[src/hw/mpo_pkg.sv]
// Purpose: Shared constants and types of the multipurpose output port.
// Assumes: 8-bit register data, 4-bit register address.
// Notes:   Latch state 1 means the pin is asserted, i.e. driven low.
package mpo_pkg;

    typedef logic [7:0] mpo_byte_t;
    typedef logic [3:0] mpo_addr_t;

    // Output source select codes for outputs 2 and 3
    typedef enum logic [1:0] {
        MPO_SRC_STROBE,
        MPO_SRC_ALT_ONE,
        MPO_SRC_ALT_TWO,
        MPO_SRC_ALT_THREE
    } mpo_sel_t;

    // Register offsets
    localparam mpo_addr_t OFS_SOURCE_CONFIG = 4'h0;
    localparam mpo_addr_t OFS_A_MODE_ONE    = 4'h1;
    localparam mpo_addr_t OFS_A_MODE_TWO    = 4'h2;
    localparam mpo_addr_t OFS_B_MODE_ONE    = 4'h3;
    localparam mpo_addr_t OFS_B_MODE_TWO    = 4'h4;
    localparam mpo_addr_t OFS_A_COMMAND     = 4'h5;
    localparam mpo_addr_t OFS_B_COMMAND     = 4'h6;
    localparam mpo_addr_t OFS_PIN_STATE     = 4'h8;
    localparam mpo_addr_t OFS_LATCH_STATE   = 4'h9;
    localparam mpo_addr_t OFS_SET_STROBE    = 4'hE;
    localparam mpo_addr_t OFS_CLEAR_STROBE  = 4'hF;

    // Field positions
    localparam int MODE_ONE_RTS_BIT = 7;
    localparam int MODE_TWO_RTS_BIT = 5;
    localparam int CMD_CODE_LSB     = 4;
    localparam int CFG_OUT2_LSB     = 0;
    localparam int CFG_OUT3_LSB     = 2;
    localparam int CFG_READY_LSB    = 4;

    // Command codes in command bits 7:4
    localparam logic [3:0] CMD_RTS_ASSERT = 4'h8;
    localparam logic [3:0] CMD_RTS_NEGATE = 4'h9;

    // Reset values
    localparam mpo_byte_t CFG_RESET   = 8'h00;
    localparam mpo_byte_t MODE_RESET  = 8'h00;
    localparam mpo_byte_t LATCH_RESET = 8'h00;
    localparam mpo_byte_t PIN_RESET   = 8'hFF;
    localparam mpo_byte_t READ_ZERO   = 8'h00;

endpackage

[src/hw/mpo_latch_if.sv]
// Purpose: Carries strobes and latch state between control and latch bank.
// Assumes: One clock domain.
// Notes:   hold masks outputs taken by an alternate function.
`timescale 1ns/10ps
`default_nettype none
interface mpo_latch_if;
    logic [7:0] setPulse;
    logic [7:0] clearPulse;
    logic [7:0] hold;
    logic [7:0] asserted;

    modport ctrl (
        output setPulse,
        output clearPulse,
        output hold,
        input  asserted
    );

    modport bank (
        input  setPulse,
        input  clearPulse,
        input  hold,
        output asserted
    );
endinterface
`default_nettype wire

[src/hw/mpo_latch_bank.sv]
// Purpose: Eight set/clear output latches driven by strobe writes.
// Assumes: Set and clear pulses never arrive in the same cycle.
// Notes:   Held bits ignore both strobes and keep their state.
`timescale 1ns/10ps
`default_nettype none
module mpo_latch_bank
    import mpo_pkg::*;
(
    // Clock and reset
    input  wire logic  clk,
    input  wire logic  rst,
    // Latch carrier
    mpo_latch_if.bank  lat
);

    mpo_byte_t assertedQ;
    mpo_byte_t assertedD;
    mpo_byte_t setOk;
    mpo_byte_t clearOk;

    assign setOk     = lat.setPulse & ~lat.hold;
    assign clearOk   = lat.clearPulse & ~lat.hold;
    // Only a clear strobe or reset can negate an asserted latch
    assign assertedD = (assertedQ | setOk) & ~clearOk;

    always_ff @(posedge clk) begin
        if (rst) begin
            assertedQ <= LATCH_RESET;
        end else begin
            assertedQ <= assertedD;
        end
    end

    assign lat.asserted = assertedQ;

endmodule // mpo_latch_bank
`default_nettype wire

[src/hw/mpo_output_port.sv]
// Purpose: Eight multipurpose outputs with strobe or alternate sources.
// Assumes: Alternate sources are logic on the same clock as clk.
// Notes:   Pins are registered, so every source reaches its pin one cycle late.
//
// Decided for this implementation: the plain strobed port and the address map.
`timescale 1ns/10ps
`default_nettype none
module mpo_output_port
    import mpo_pkg::*;
(
    // Clock and reset
    input  wire logic              clk,
    input  wire logic              rst,
    // Register port
    input  wire mpo_pkg::mpo_addr_t regAddr,
    input  wire mpo_pkg::mpo_byte_t regWrData,
    input  wire logic              regWrite,
    input  wire logic              regRead,
    output mpo_pkg::mpo_byte_t     regRdData,
    // Alternate sources
    input  wire logic              txAClockX16,
    input  wire logic              txAClockX1,
    input  wire logic              rxAClockX1,
    input  wire logic              txBClockX1,
    input  wire logic              rxBClockX1,
    input  wire logic              timerOut,
    input  wire logic              rxAReady,
    input  wire logic              rxBReady,
    input  wire logic              txAReady,
    input  wire logic              txBReady,
    // Pins, low = asserted
    output mpo_pkg::mpo_byte_t     generalOutputs
);

    ////////////////////////////////////////////////////////////////////////
    // Register decode
    mpo_byte_t sourceConfigQ;
    mpo_byte_t aModeOneQ;
    mpo_byte_t aModeTwoQ;
    mpo_byte_t bModeOneQ;
    mpo_byte_t bModeTwoQ;
    mpo_byte_t pinQ;
    mpo_byte_t pinD;
    mpo_byte_t rdDataQ;
    mpo_byte_t rdDataD;
    logic      wrConfig;
    logic      wrAModeOne;
    logic      wrAModeTwo;
    logic      wrBModeOne;
    logic      wrBModeTwo;
    logic      wrACommand;
    logic      wrBCommand;
    logic      wrSet;
    logic      wrClear;
    logic      rtsAAsserted;
    logic      rtsBAsserted;

    assign wrConfig   = regWrite && (regAddr == OFS_SOURCE_CONFIG);
    assign wrAModeOne = regWrite && (regAddr == OFS_A_MODE_ONE);
    assign wrAModeTwo = regWrite && (regAddr == OFS_A_MODE_TWO);
    assign wrBModeOne = regWrite && (regAddr == OFS_B_MODE_ONE);
    assign wrBModeTwo = regWrite && (regAddr == OFS_B_MODE_TWO);
    assign wrACommand = regWrite && (regAddr == OFS_A_COMMAND);
    assign wrBCommand = regWrite && (regAddr == OFS_B_COMMAND);
    assign wrSet      = regWrite && (regAddr == OFS_SET_STROBE);
    assign wrClear    = regWrite && (regAddr == OFS_CLEAR_STROBE);

    always_ff @(posedge clk) begin
        if (rst) begin
            sourceConfigQ <= CFG_RESET;
            aModeOneQ     <= MODE_RESET;
            aModeTwoQ     <= MODE_RESET;
            bModeOneQ     <= MODE_RESET;
            bModeTwoQ     <= MODE_RESET;
        end else begin
            if (wrConfig)   sourceConfigQ <= regWrData;
            if (wrAModeOne) aModeOneQ     <= regWrData;
            if (wrAModeTwo) aModeTwoQ     <= regWrData;
            if (wrBModeOne) bModeOneQ     <= regWrData;
            if (wrBModeTwo) bModeTwoQ     <= regWrData;
        end
    end

    ////////////////////////////////////////////////////////////////////////
    // Source selection
    mpo_sel_t  out2Sel;
    mpo_sel_t  out3Sel;
    logic      rtsSelA;
    logic      rtsSelB;
    logic      out2Alt;
    logic      out3Alt;
    logic      out2Level;
    logic      out3Level;
    logic      out2Src;
    logic      out3Src;
    logic [3:0] readyAlt;
    logic [3:0] readyLevel;
    mpo_byte_t altMask;
    mpo_byte_t strobeLevel;

    // Either mode bit hands output 0 or 1 to request-to-send
    assign rtsSelA = aModeOneQ[MODE_ONE_RTS_BIT]
                   | aModeTwoQ[MODE_TWO_RTS_BIT];
    assign rtsSelB = bModeOneQ[MODE_ONE_RTS_BIT]
                   | bModeTwoQ[MODE_TWO_RTS_BIT];

    assign out2Sel = mpo_sel_t'(sourceConfigQ[CFG_OUT2_LSB +: 2]);
    assign out3Sel = mpo_sel_t'(sourceConfigQ[CFG_OUT3_LSB +: 2]);
    assign out2Alt = (out2Sel != MPO_SRC_STROBE);
    assign out3Alt = (out3Sel != MPO_SRC_STROBE);
    assign readyAlt = sourceConfigQ[CFG_READY_LSB +: 4];

    assign out2Src = (out2Sel == MPO_SRC_ALT_ONE) ? txAClockX16 :
                     (out2Sel == MPO_SRC_ALT_TWO) ? txAClockX1  :
                     rxAClockX1;
    // Timer is taken as is; starting it first is software's duty
    assign out3Src = (out3Sel == MPO_SRC_ALT_ONE) ? timerOut   :
                     (out3Sel == MPO_SRC_ALT_TWO) ? txBClockX1 :
                     rxBClockX1;
    assign readyLevel = {~txBReady, ~txAReady, ~rxBReady, ~rxAReady};

    assign altMask = {readyAlt, out3Alt, out2Alt, rtsSelB, rtsSelA};

    ////////////////////////////////////////////////////////////////////////
    // Strobe latches and request-to-send latches
    mpo_latch_if latchBus ();

    assign latchBus.setPulse   = wrSet   ? regWrData : READ_ZERO;
    assign latchBus.clearPulse = wrClear ? regWrData : READ_ZERO;
    assign latchBus.hold       = altMask;

    mpo_latch_bank u_latch_bank (
        .clk (clk),
        .rst (rst),
        .lat (latchBus)
    );

    mpo_rts_latch u_rts_a (
        .clk      (clk),
        .rst      (rst),
        .cmdWrite (wrACommand),
        .cmdCode  (regWrData[CMD_CODE_LSB +: 4]),
        .asserted (rtsAAsserted)
    );

    mpo_rts_latch u_rts_b (
        .clk      (clk),
        .rst      (rst),
        .cmdWrite (wrBCommand),
        .cmdCode  (regWrData[CMD_CODE_LSB +: 4]),
        .asserted (rtsBAsserted)
    );

    ////////////////////////////////////////////////////////////////////////
    // Pin levels
    assign strobeLevel = ~latchBus.asserted;
    assign out2Level   = out2Alt ? out2Src : strobeLevel[2];
    assign out3Level   = out3Alt ? out3Src : strobeLevel[3];

    assign pinD[0] = rtsSelA ? ~rtsAAsserted : strobeLevel[0];
    assign pinD[1] = rtsSelB ? ~rtsBAsserted : strobeLevel[1];
    assign pinD[2] = out2Level;
    assign pinD[3] = out3Level;
    assign pinD[7:4] = (readyAlt & readyLevel)
                     | (~readyAlt & strobeLevel[7:4]);

    always_ff @(posedge clk) begin
        if (rst) begin
            pinQ <= PIN_RESET;
        end else begin
            pinQ <= pinD;
        end
    end

    assign generalOutputs = pinQ;

    ////////////////////////////////////////////////////////////////////////
    // Read data, valid only in the cycle after the read strobe
    mpo_byte_t rdSel;

    assign rdSel = (regAddr == OFS_A_MODE_ONE)  ? aModeOneQ :
                   (regAddr == OFS_A_MODE_TWO)  ? aModeTwoQ :
                   (regAddr == OFS_B_MODE_ONE)  ? bModeOneQ :
                   (regAddr == OFS_B_MODE_TWO)  ? bModeTwoQ :
                   (regAddr == OFS_PIN_STATE)   ? pinQ      :
                   (regAddr == OFS_LATCH_STATE) ? latchBus.asserted :
                   READ_ZERO;
    assign rdDataD = regRead ? rdSel : READ_ZERO;

    always_ff @(posedge clk) begin
        if (rst) begin
            rdDataQ <= READ_ZERO;
        end else begin
            rdDataQ <= rdDataD;
        end
    end

    assign regRdData = rdDataQ;

endmodule // mpo_output_port
`default_nettype wire

[src/hw/mpo_rts_latch.sv]
// Purpose: Request-to-send latch steered by channel command writes.
// Assumes: Command write is a one-cycle strobe.
// Notes:   Codes other than assert and negate leave the latch alone.
`timescale 1ns/10ps
`default_nettype none
module mpo_rts_latch
    import mpo_pkg::*;
(
    // Clock and reset
    input  wire logic       clk,
    input  wire logic       rst,
    // Command
    input  wire logic       cmdWrite,
    input  wire logic [3:0] cmdCode,
    // State, 1 = asserted (pin low)
    output logic            asserted
);

    logic assertedQ;
    logic assertedD;
    logic doAssert;
    logic doNegate;

    assign doAssert  = cmdWrite && (cmdCode == CMD_RTS_ASSERT);
    assign doNegate  = cmdWrite && (cmdCode == CMD_RTS_NEGATE);
    assign assertedD = doAssert ? 1'b1 : (doNegate ? 1'b0 : assertedQ);

    always_ff @(posedge clk) begin
        if (rst) begin
            assertedQ <= 1'b0;
        end else begin
            assertedQ <= assertedD;
        end
    end

    assign asserted = assertedQ;

endmodule // mpo_rts_latch
`default_nettype wire

[config.mk]
export PLATFORM = sky130hd
export DESIGN_NAME = mpo_output_port
export DESIGN_NICKNAME = d
export VERILOG_FILES = /design/src/hw/mpo_pkg.sv /design/src/hw/mpo_latch_if.sv /design/src/hw/mpo_latch_bank.sv /design/src/hw/mpo_output_port.sv /design/src/hw/mpo_rts_latch.sv
export SDC_FILE = /design/constraint.sdc
export NUM_CORES = 1
export LEC_CHECK = 0
export BUFFER_PORTS_ARGS = -buffer_cell sky130_fd_sc_hd__clkbuf_2
export CELL_PAD_IN_SITES_DETAIL_PLACEMENT = 0
export CELL_PAD_IN_SITES_GLOBAL_PLACEMENT = 1
export CORE_ASPECT_RATIO = 0.7
export CORE_MARGIN = 2
export CORE_UTILIZATION = 25
export CTS_CLUSTER_DIAMETER = 200
export DETAILED_ROUTE_END_ITERATION = 10
export GPL_TIMING_DRIVEN = 0
export HOLD_SLACK_MARGIN = 0.03
export PLACE_DENSITY = 0.49
export SYNTH_ARGS = -nofsm -noshare
export SYNTH_HDL_FRONTEND = slang
export SYNTH_SLANG_ARGS = --single-unit
[constraint.sdc]
create_clock -name clk -period 1.5 [get_ports clk]
set_clock_uncertainty 0.05 [all_clocks]
set_input_delay 0.3 -clock clk [delete_from_list [all_inputs] [get_ports clk]]
set_output_delay 0.3 -clock clk [all_outputs]
set_load 0.02 [all_outputs]
Word-level counts from Yosys, hierarchy flattened

Index checks and enable logic that the tools add are counted.
Widths: inputs -> output; s select.

Register bits after elaboration: 66
Word-level logic and storage cells: 85

Bitwise logic cells: 20
Reduce and logical (&&, ||, !) cells: 19
Multiplexer cells: 20
Equality and inequality tests: 16

Operator list:

| cell               | number |
|---|---|
| $mux 8             | 8 |
| $and 8x8->8        | 3 |
| $eq 4x4->1 const B | 6 |
| $not 8->8          | 3 |
| $logic_and 1x1->1  | 13 |
| $eq 4x3->1 const B | 3 |
| $mux 1             | 12 |
| $and 4x4->4        | 2 |
| $eq 4x2->1 const B | 2 |
| $or 8x8->8         | 1 |
| $reduce_bool 2->1  | 4 |
| $not 1->1          | 7 |
| $eq 2x1->1 const B | 2 |
| $eq 2x2->1 const B | 2 |
| $eq 4x1->1 const B | 1 |
| $logic_not 4->1    | 1 |
| $not 4->4          | 1 |
| $or 4x4->4         | 1 |
| $or 1x1->1         | 2 |
| $reduce_or 2->1    | 1 |

Logic depth before layout (Yosys ltp)

Depth in word-level cells: 7
Depth in mapped cells: 6

Modules after synthesis

From an unflattened synthesis, not the netlist that was laid out.

Cell total of the unflattened synthesis: 378
Area total of the unflattened synthesis: 3,372.0 µm²

By module, submodules not included:

| module          | cells an instance | area each (µm²) | times used |
|---|---|---|---|
| mpo_output_port | 327               | 2,801.4         | 1 |
| mpo_latch_bank  | 41                | 455.4           | 1 |
| mpo_rts_latch   | 5                 | 57.6            | 2 |

Worst setup path after synthesis

OpenSTA, ideal clock, no wires.

Path type: in2reg
Start: input port regAddr[1]
End: register rdDataQ[6] (netlist: regRdData[6])
Setup time: 119 ps
Slack: 74 ps
Buffers on the path: 2
Arrival time: 1,257 ps
Stages: 5
Path through: buf_2 buf_2 o21ai_0 o32a_1 nor2_1

Longest elaborated chain between the ends: 7
Elaborated cells between the ends (all ways): 12
Those cells by class: 6 x eq/ne; 6 x mux

RTL lines:

| element              | line                   | text |
|---|---|---|
| from (decl)          | mpo_output_port.sv:15  | `input wire mpo_pkg::mpo_addr_t regAddr,` |
| $eq 4x4->1           | mpo_output_port.sv:186 | `(regAddr == OFS_LATCH_STATE) ? latchBus.asserted :` |
| $mux 8               | mpo_output_port.sv:186 |  |
| $mux 8               | mpo_output_port.sv:185 | `(regAddr == OFS_PIN_STATE) ? pinQ :` |
| $mux 8               | mpo_output_port.sv:184 | `(regAddr == OFS_B_MODE_TWO) ? bModeTwoQ :` |
| $mux 8               | mpo_output_port.sv:183 | `(regAddr == OFS_B_MODE_ONE) ? bModeOneQ :` |
| $mux 8               | mpo_output_port.sv:182 | `(regAddr == OFS_A_MODE_TWO) ? aModeTwoQ :` |
| $mux 8 *             | mpo_output_port.sv:181 | `assign rdSel = (regAddr == OFS_A_MODE_ONE) ? aModeOneQ :` |
| to (signal assigned) | mpo_output_port.sv:194 | `rdDataQ <= rdDataD;` |
| to (decl)            | mpo_output_port.sv:44  | `mpo_byte_t rdDataQ;` |

Every way passes the cells marked *; elsewhere a longest branch is shown, timed or not.
A chain may end at the register's enable or synchronous reset.

Final worst setup path

Start: input port regAddr[0]
End: register bModeTwoQ[3]

Longest elaborated chain between the ends: 2

RTL lines:

| element              | line                  | text |
|---|---|---|
| $eq 4x3->1           | mpo_output_port.sv:62 | `assign wrBModeTwo = regWrite && (regAddr == OFS_B_MODE_TWO);` |
| $logic_and 1x1->1    | mpo_output_port.sv:62 |  |
| to (signal assigned) | mpo_output_port.sv:80 | `if (wrBModeTwo) bModeTwoQ <= regWrData;` |
| to (decl)            | mpo_output_port.sv:41 | `mpo_byte_t bModeTwoQ;` |

Every way passes these cells.

==> metrics <==
drt initial violations 147; RR Endpoint regRdData[1]; Slew headroom 0.510; Post-Syn Area 2970 µm²; Antenna diodes 0; Die Wd 134 µm; Clock Sinks 66; Die Footprint 12800 µm²; most common cell after layout, fill and taps aside dfxtp_1; Tightest Pin Transition 0.730 ns; CTS root buf clkbuf_16; Mapped Nets 334; Worst R2R Path Depth 4; WHS Endpoint generalOutputs[7]; Clock power frac 0.487; Die Y 95.2 µm; clock-pin slew on the worst setup and hold paths 0.06 ns; number of global-route vias before repair 2433; Comb pwr share 0.088; cell repeated most along the worst path nor2_1; FP Rows 33; worst vdd ir 0.000629 V; global-route wire length before repair 14400 µm; Reg2Reg Launch Point u_latch_bank.lat.asserted[1]; Yosys reg bits 66; DP Cell Count 503; Post-Route M1 WL 4940 µm; asr flop ratio synth 0; # IOs 42; crit-path cells clkbuf_2 > buf_2 > nor2_1 > nand3_2 > mux2i_1 > nor2_1; Final period util 1.01; most frequent cells in the layout dfxtp_1, nor2_1, mux2i_1; PwrDens 1150 nW/µm²; post-synthesis sequential area ratio 0.445; max frequency 663 MHz; Setup crit start kind primary input; port buffer count 38; DR DRC count 0; sw power 1.02 mW; final setup margin -0.00907 ns; gp weighted congestion 0.756; gr ovfl total 0; Initial Utilization 0.255; H-Tree Depth 3; top layer in use met4; wire length per cell 18.3 µm; kind of critical path primary input to flop; ANT nets after route 0; Power Internal 3.20 mW; Unique masters post-synth 49; P&R area growth vs syn 23.3%; CTS buffer count 9; final non-filler cell total 516; slowest CP cell nand3_2; worst slack at placement -0.646 ns; Yosys top cell by area dfxtp_1; Vias/cell 4.76; Core Area 11600 µm²; status finished with violations; setup TNS -0.00907 ns; endpoint class of the critical path flop; failing checks setup timing; WHS 0.232 ns; TritonCTS clock tree yes; Req. time, crit path 1.66 ns; slowest stage delay, CP 0.39 ns; CP Max Fanout 10; hold crit path type primary input to flop; Mapped Cells 308; Main synth FF type dfxtp_1; WL final 9430 µm; beginning of the worst hold path txBReady; post-synth top area share 0.445; clk_lat worst skew 0.34 ns; sw frac 0.243; R2R Setup Slk 0.15 ns; First-pass DRT Iterations 4; final setup violation count 1; Final Hold Fails 0; RSZ-0062 raised after global routing yes; met2 wire length 3880 µm; max_cap viols 0; YS warnings 0; hold path cells 3; Mean Syn Cell Area 9.64 µm²; minimum clock period 1.51 ns; total number of vias 2454; Synth area leaders dfxtp_1, mux2i_1, nor2_1, nor2b_1, o32a_1; CTS max path bufs 2; Total GRT Usage 0.157; largest net degree at the start of global routing 11; arrival time at the worst endpoint 1.66 ns; Final Max Slew Viols 0; met3 WL post-DR 521 µm; Leakage 1.65 nW; initial antenna violation count 0; register share of total power 0.425; fraction of layout cells with a size suffix above 1 0.245; Final #Nets 381; Post-synth EDFFs 0; Post-DP HPWL 6640 µm
==> state kept, by name, indices dropped and copies added, names as in the netlist <==
name	flops
aModeTwoQ	8
bModeOneQ	8
u_rts_b.asserted	1
aModeOneQ	8
u_rts_a.asserted	1
regRdData	8
generalOutputs	8
sourceConfigQ	8
bModeTwoQ	8
u_latch_bank.lat.asserted	8
==> worst max-delay path by stage <==
stage	end	startpoint	cells after the start
finish	bModeTwoQ[3]	regAddr[0]	6
global route	sourceConfigQ[2]	regAddr[0]	6
CTS	regRdData[2]	regAddr[3]	6
detailed placement	regRdData[6]	regAddr[1]	5
global placement	regRdData[6]	regAddr[1]	5
floorplan	regRdData[6]	regAddr[1]	5
==> area by class of cell <==
cell class	count	area, µm²
buffer	17	85.1
clock buffer	13	280
clock inverter	2	10.0
fill	1255	7980
inverter	5	21.3
multi-input combinational	218	1560
sequential	66	1320
tap	157	196
timing repair buffer	38	190
==> cells by family (layout without fill, tap and decap cells) <==
family	after synthesis	count (layout)	synth area share
flops	66	66	0.445
buf+inv	24	75	0.0379
mux	50	50	0.177
compound gates	52	52	0.132
simple gates	116	116	0.208
==> Yosys cell counts, types with 2 or more instances <==
master	number
dfxtp_1	66
nor2_1	65
mux2i_1	48
nor2b_1	12
a21oi_1	8
clkbuf_1	8
a211oi_1	7
buf_2	7
a221oi_1	6
o221ai_1	6
o32a_1	6
or2_2	6
nand2_1	5
o21ai_0	5
inv_1	4
nand2b_1	4
a21o_1	3
a31oi_1	3
nand3_2	3
a311oi_1	2
buf_1	2
mux4_2	2
nand4_1	2
nor2_4	2
nor3b_1	2
==> worst max-delay path: cells and delay by family <==
family	cells	cell delay, ns
and+or+nand+nor	3	0.73
muxes	1	0.28
buffers and inverters	2	0.34
==> layer usage <==
layer,global-route usage,vias to the layer above
met5,0,-
met4,0.0421,0
met3,0.0447,10
met2,0.233,59
met1,0.222,1191
li1,-,1194
==> metrics by stage <==
step,utilization,total power [mW],cell area (µm²)
after floorplan,-,2.05,2970
after global placement,0.288,2.20,3360
after detailed placement,0.288,2.20,3360
after CTS,0.314,4.27,3660
after global routing,0.314,4.39,3660
final,0.314,4.22,3660
==> power by group through the flow <==
stage / logic [mW] / registers (mW) / clock network, mW
after floorplan: 0.208 / 1.84 / 0
after global placement: 0.370 / 1.83 / 0
after detailed placement: 0.368 / 1.83 / 0
after CTS: 0.373 / 1.79 / 2.10
after global routing: 0.405 / 1.80 / 2.19
final: 0.373 / 1.79 / 2.05
==> repair_timing <==
action / in CTS / in global routing
resized for setup: 4 / 2
endpoints found under the setup margin: 34 / 44
hold buffers: 0 / 0
setup buffers: 0 / 0
hold endpoints to repair: 0 / 0
Note: power is estimated with default switching activity, not from simulation.
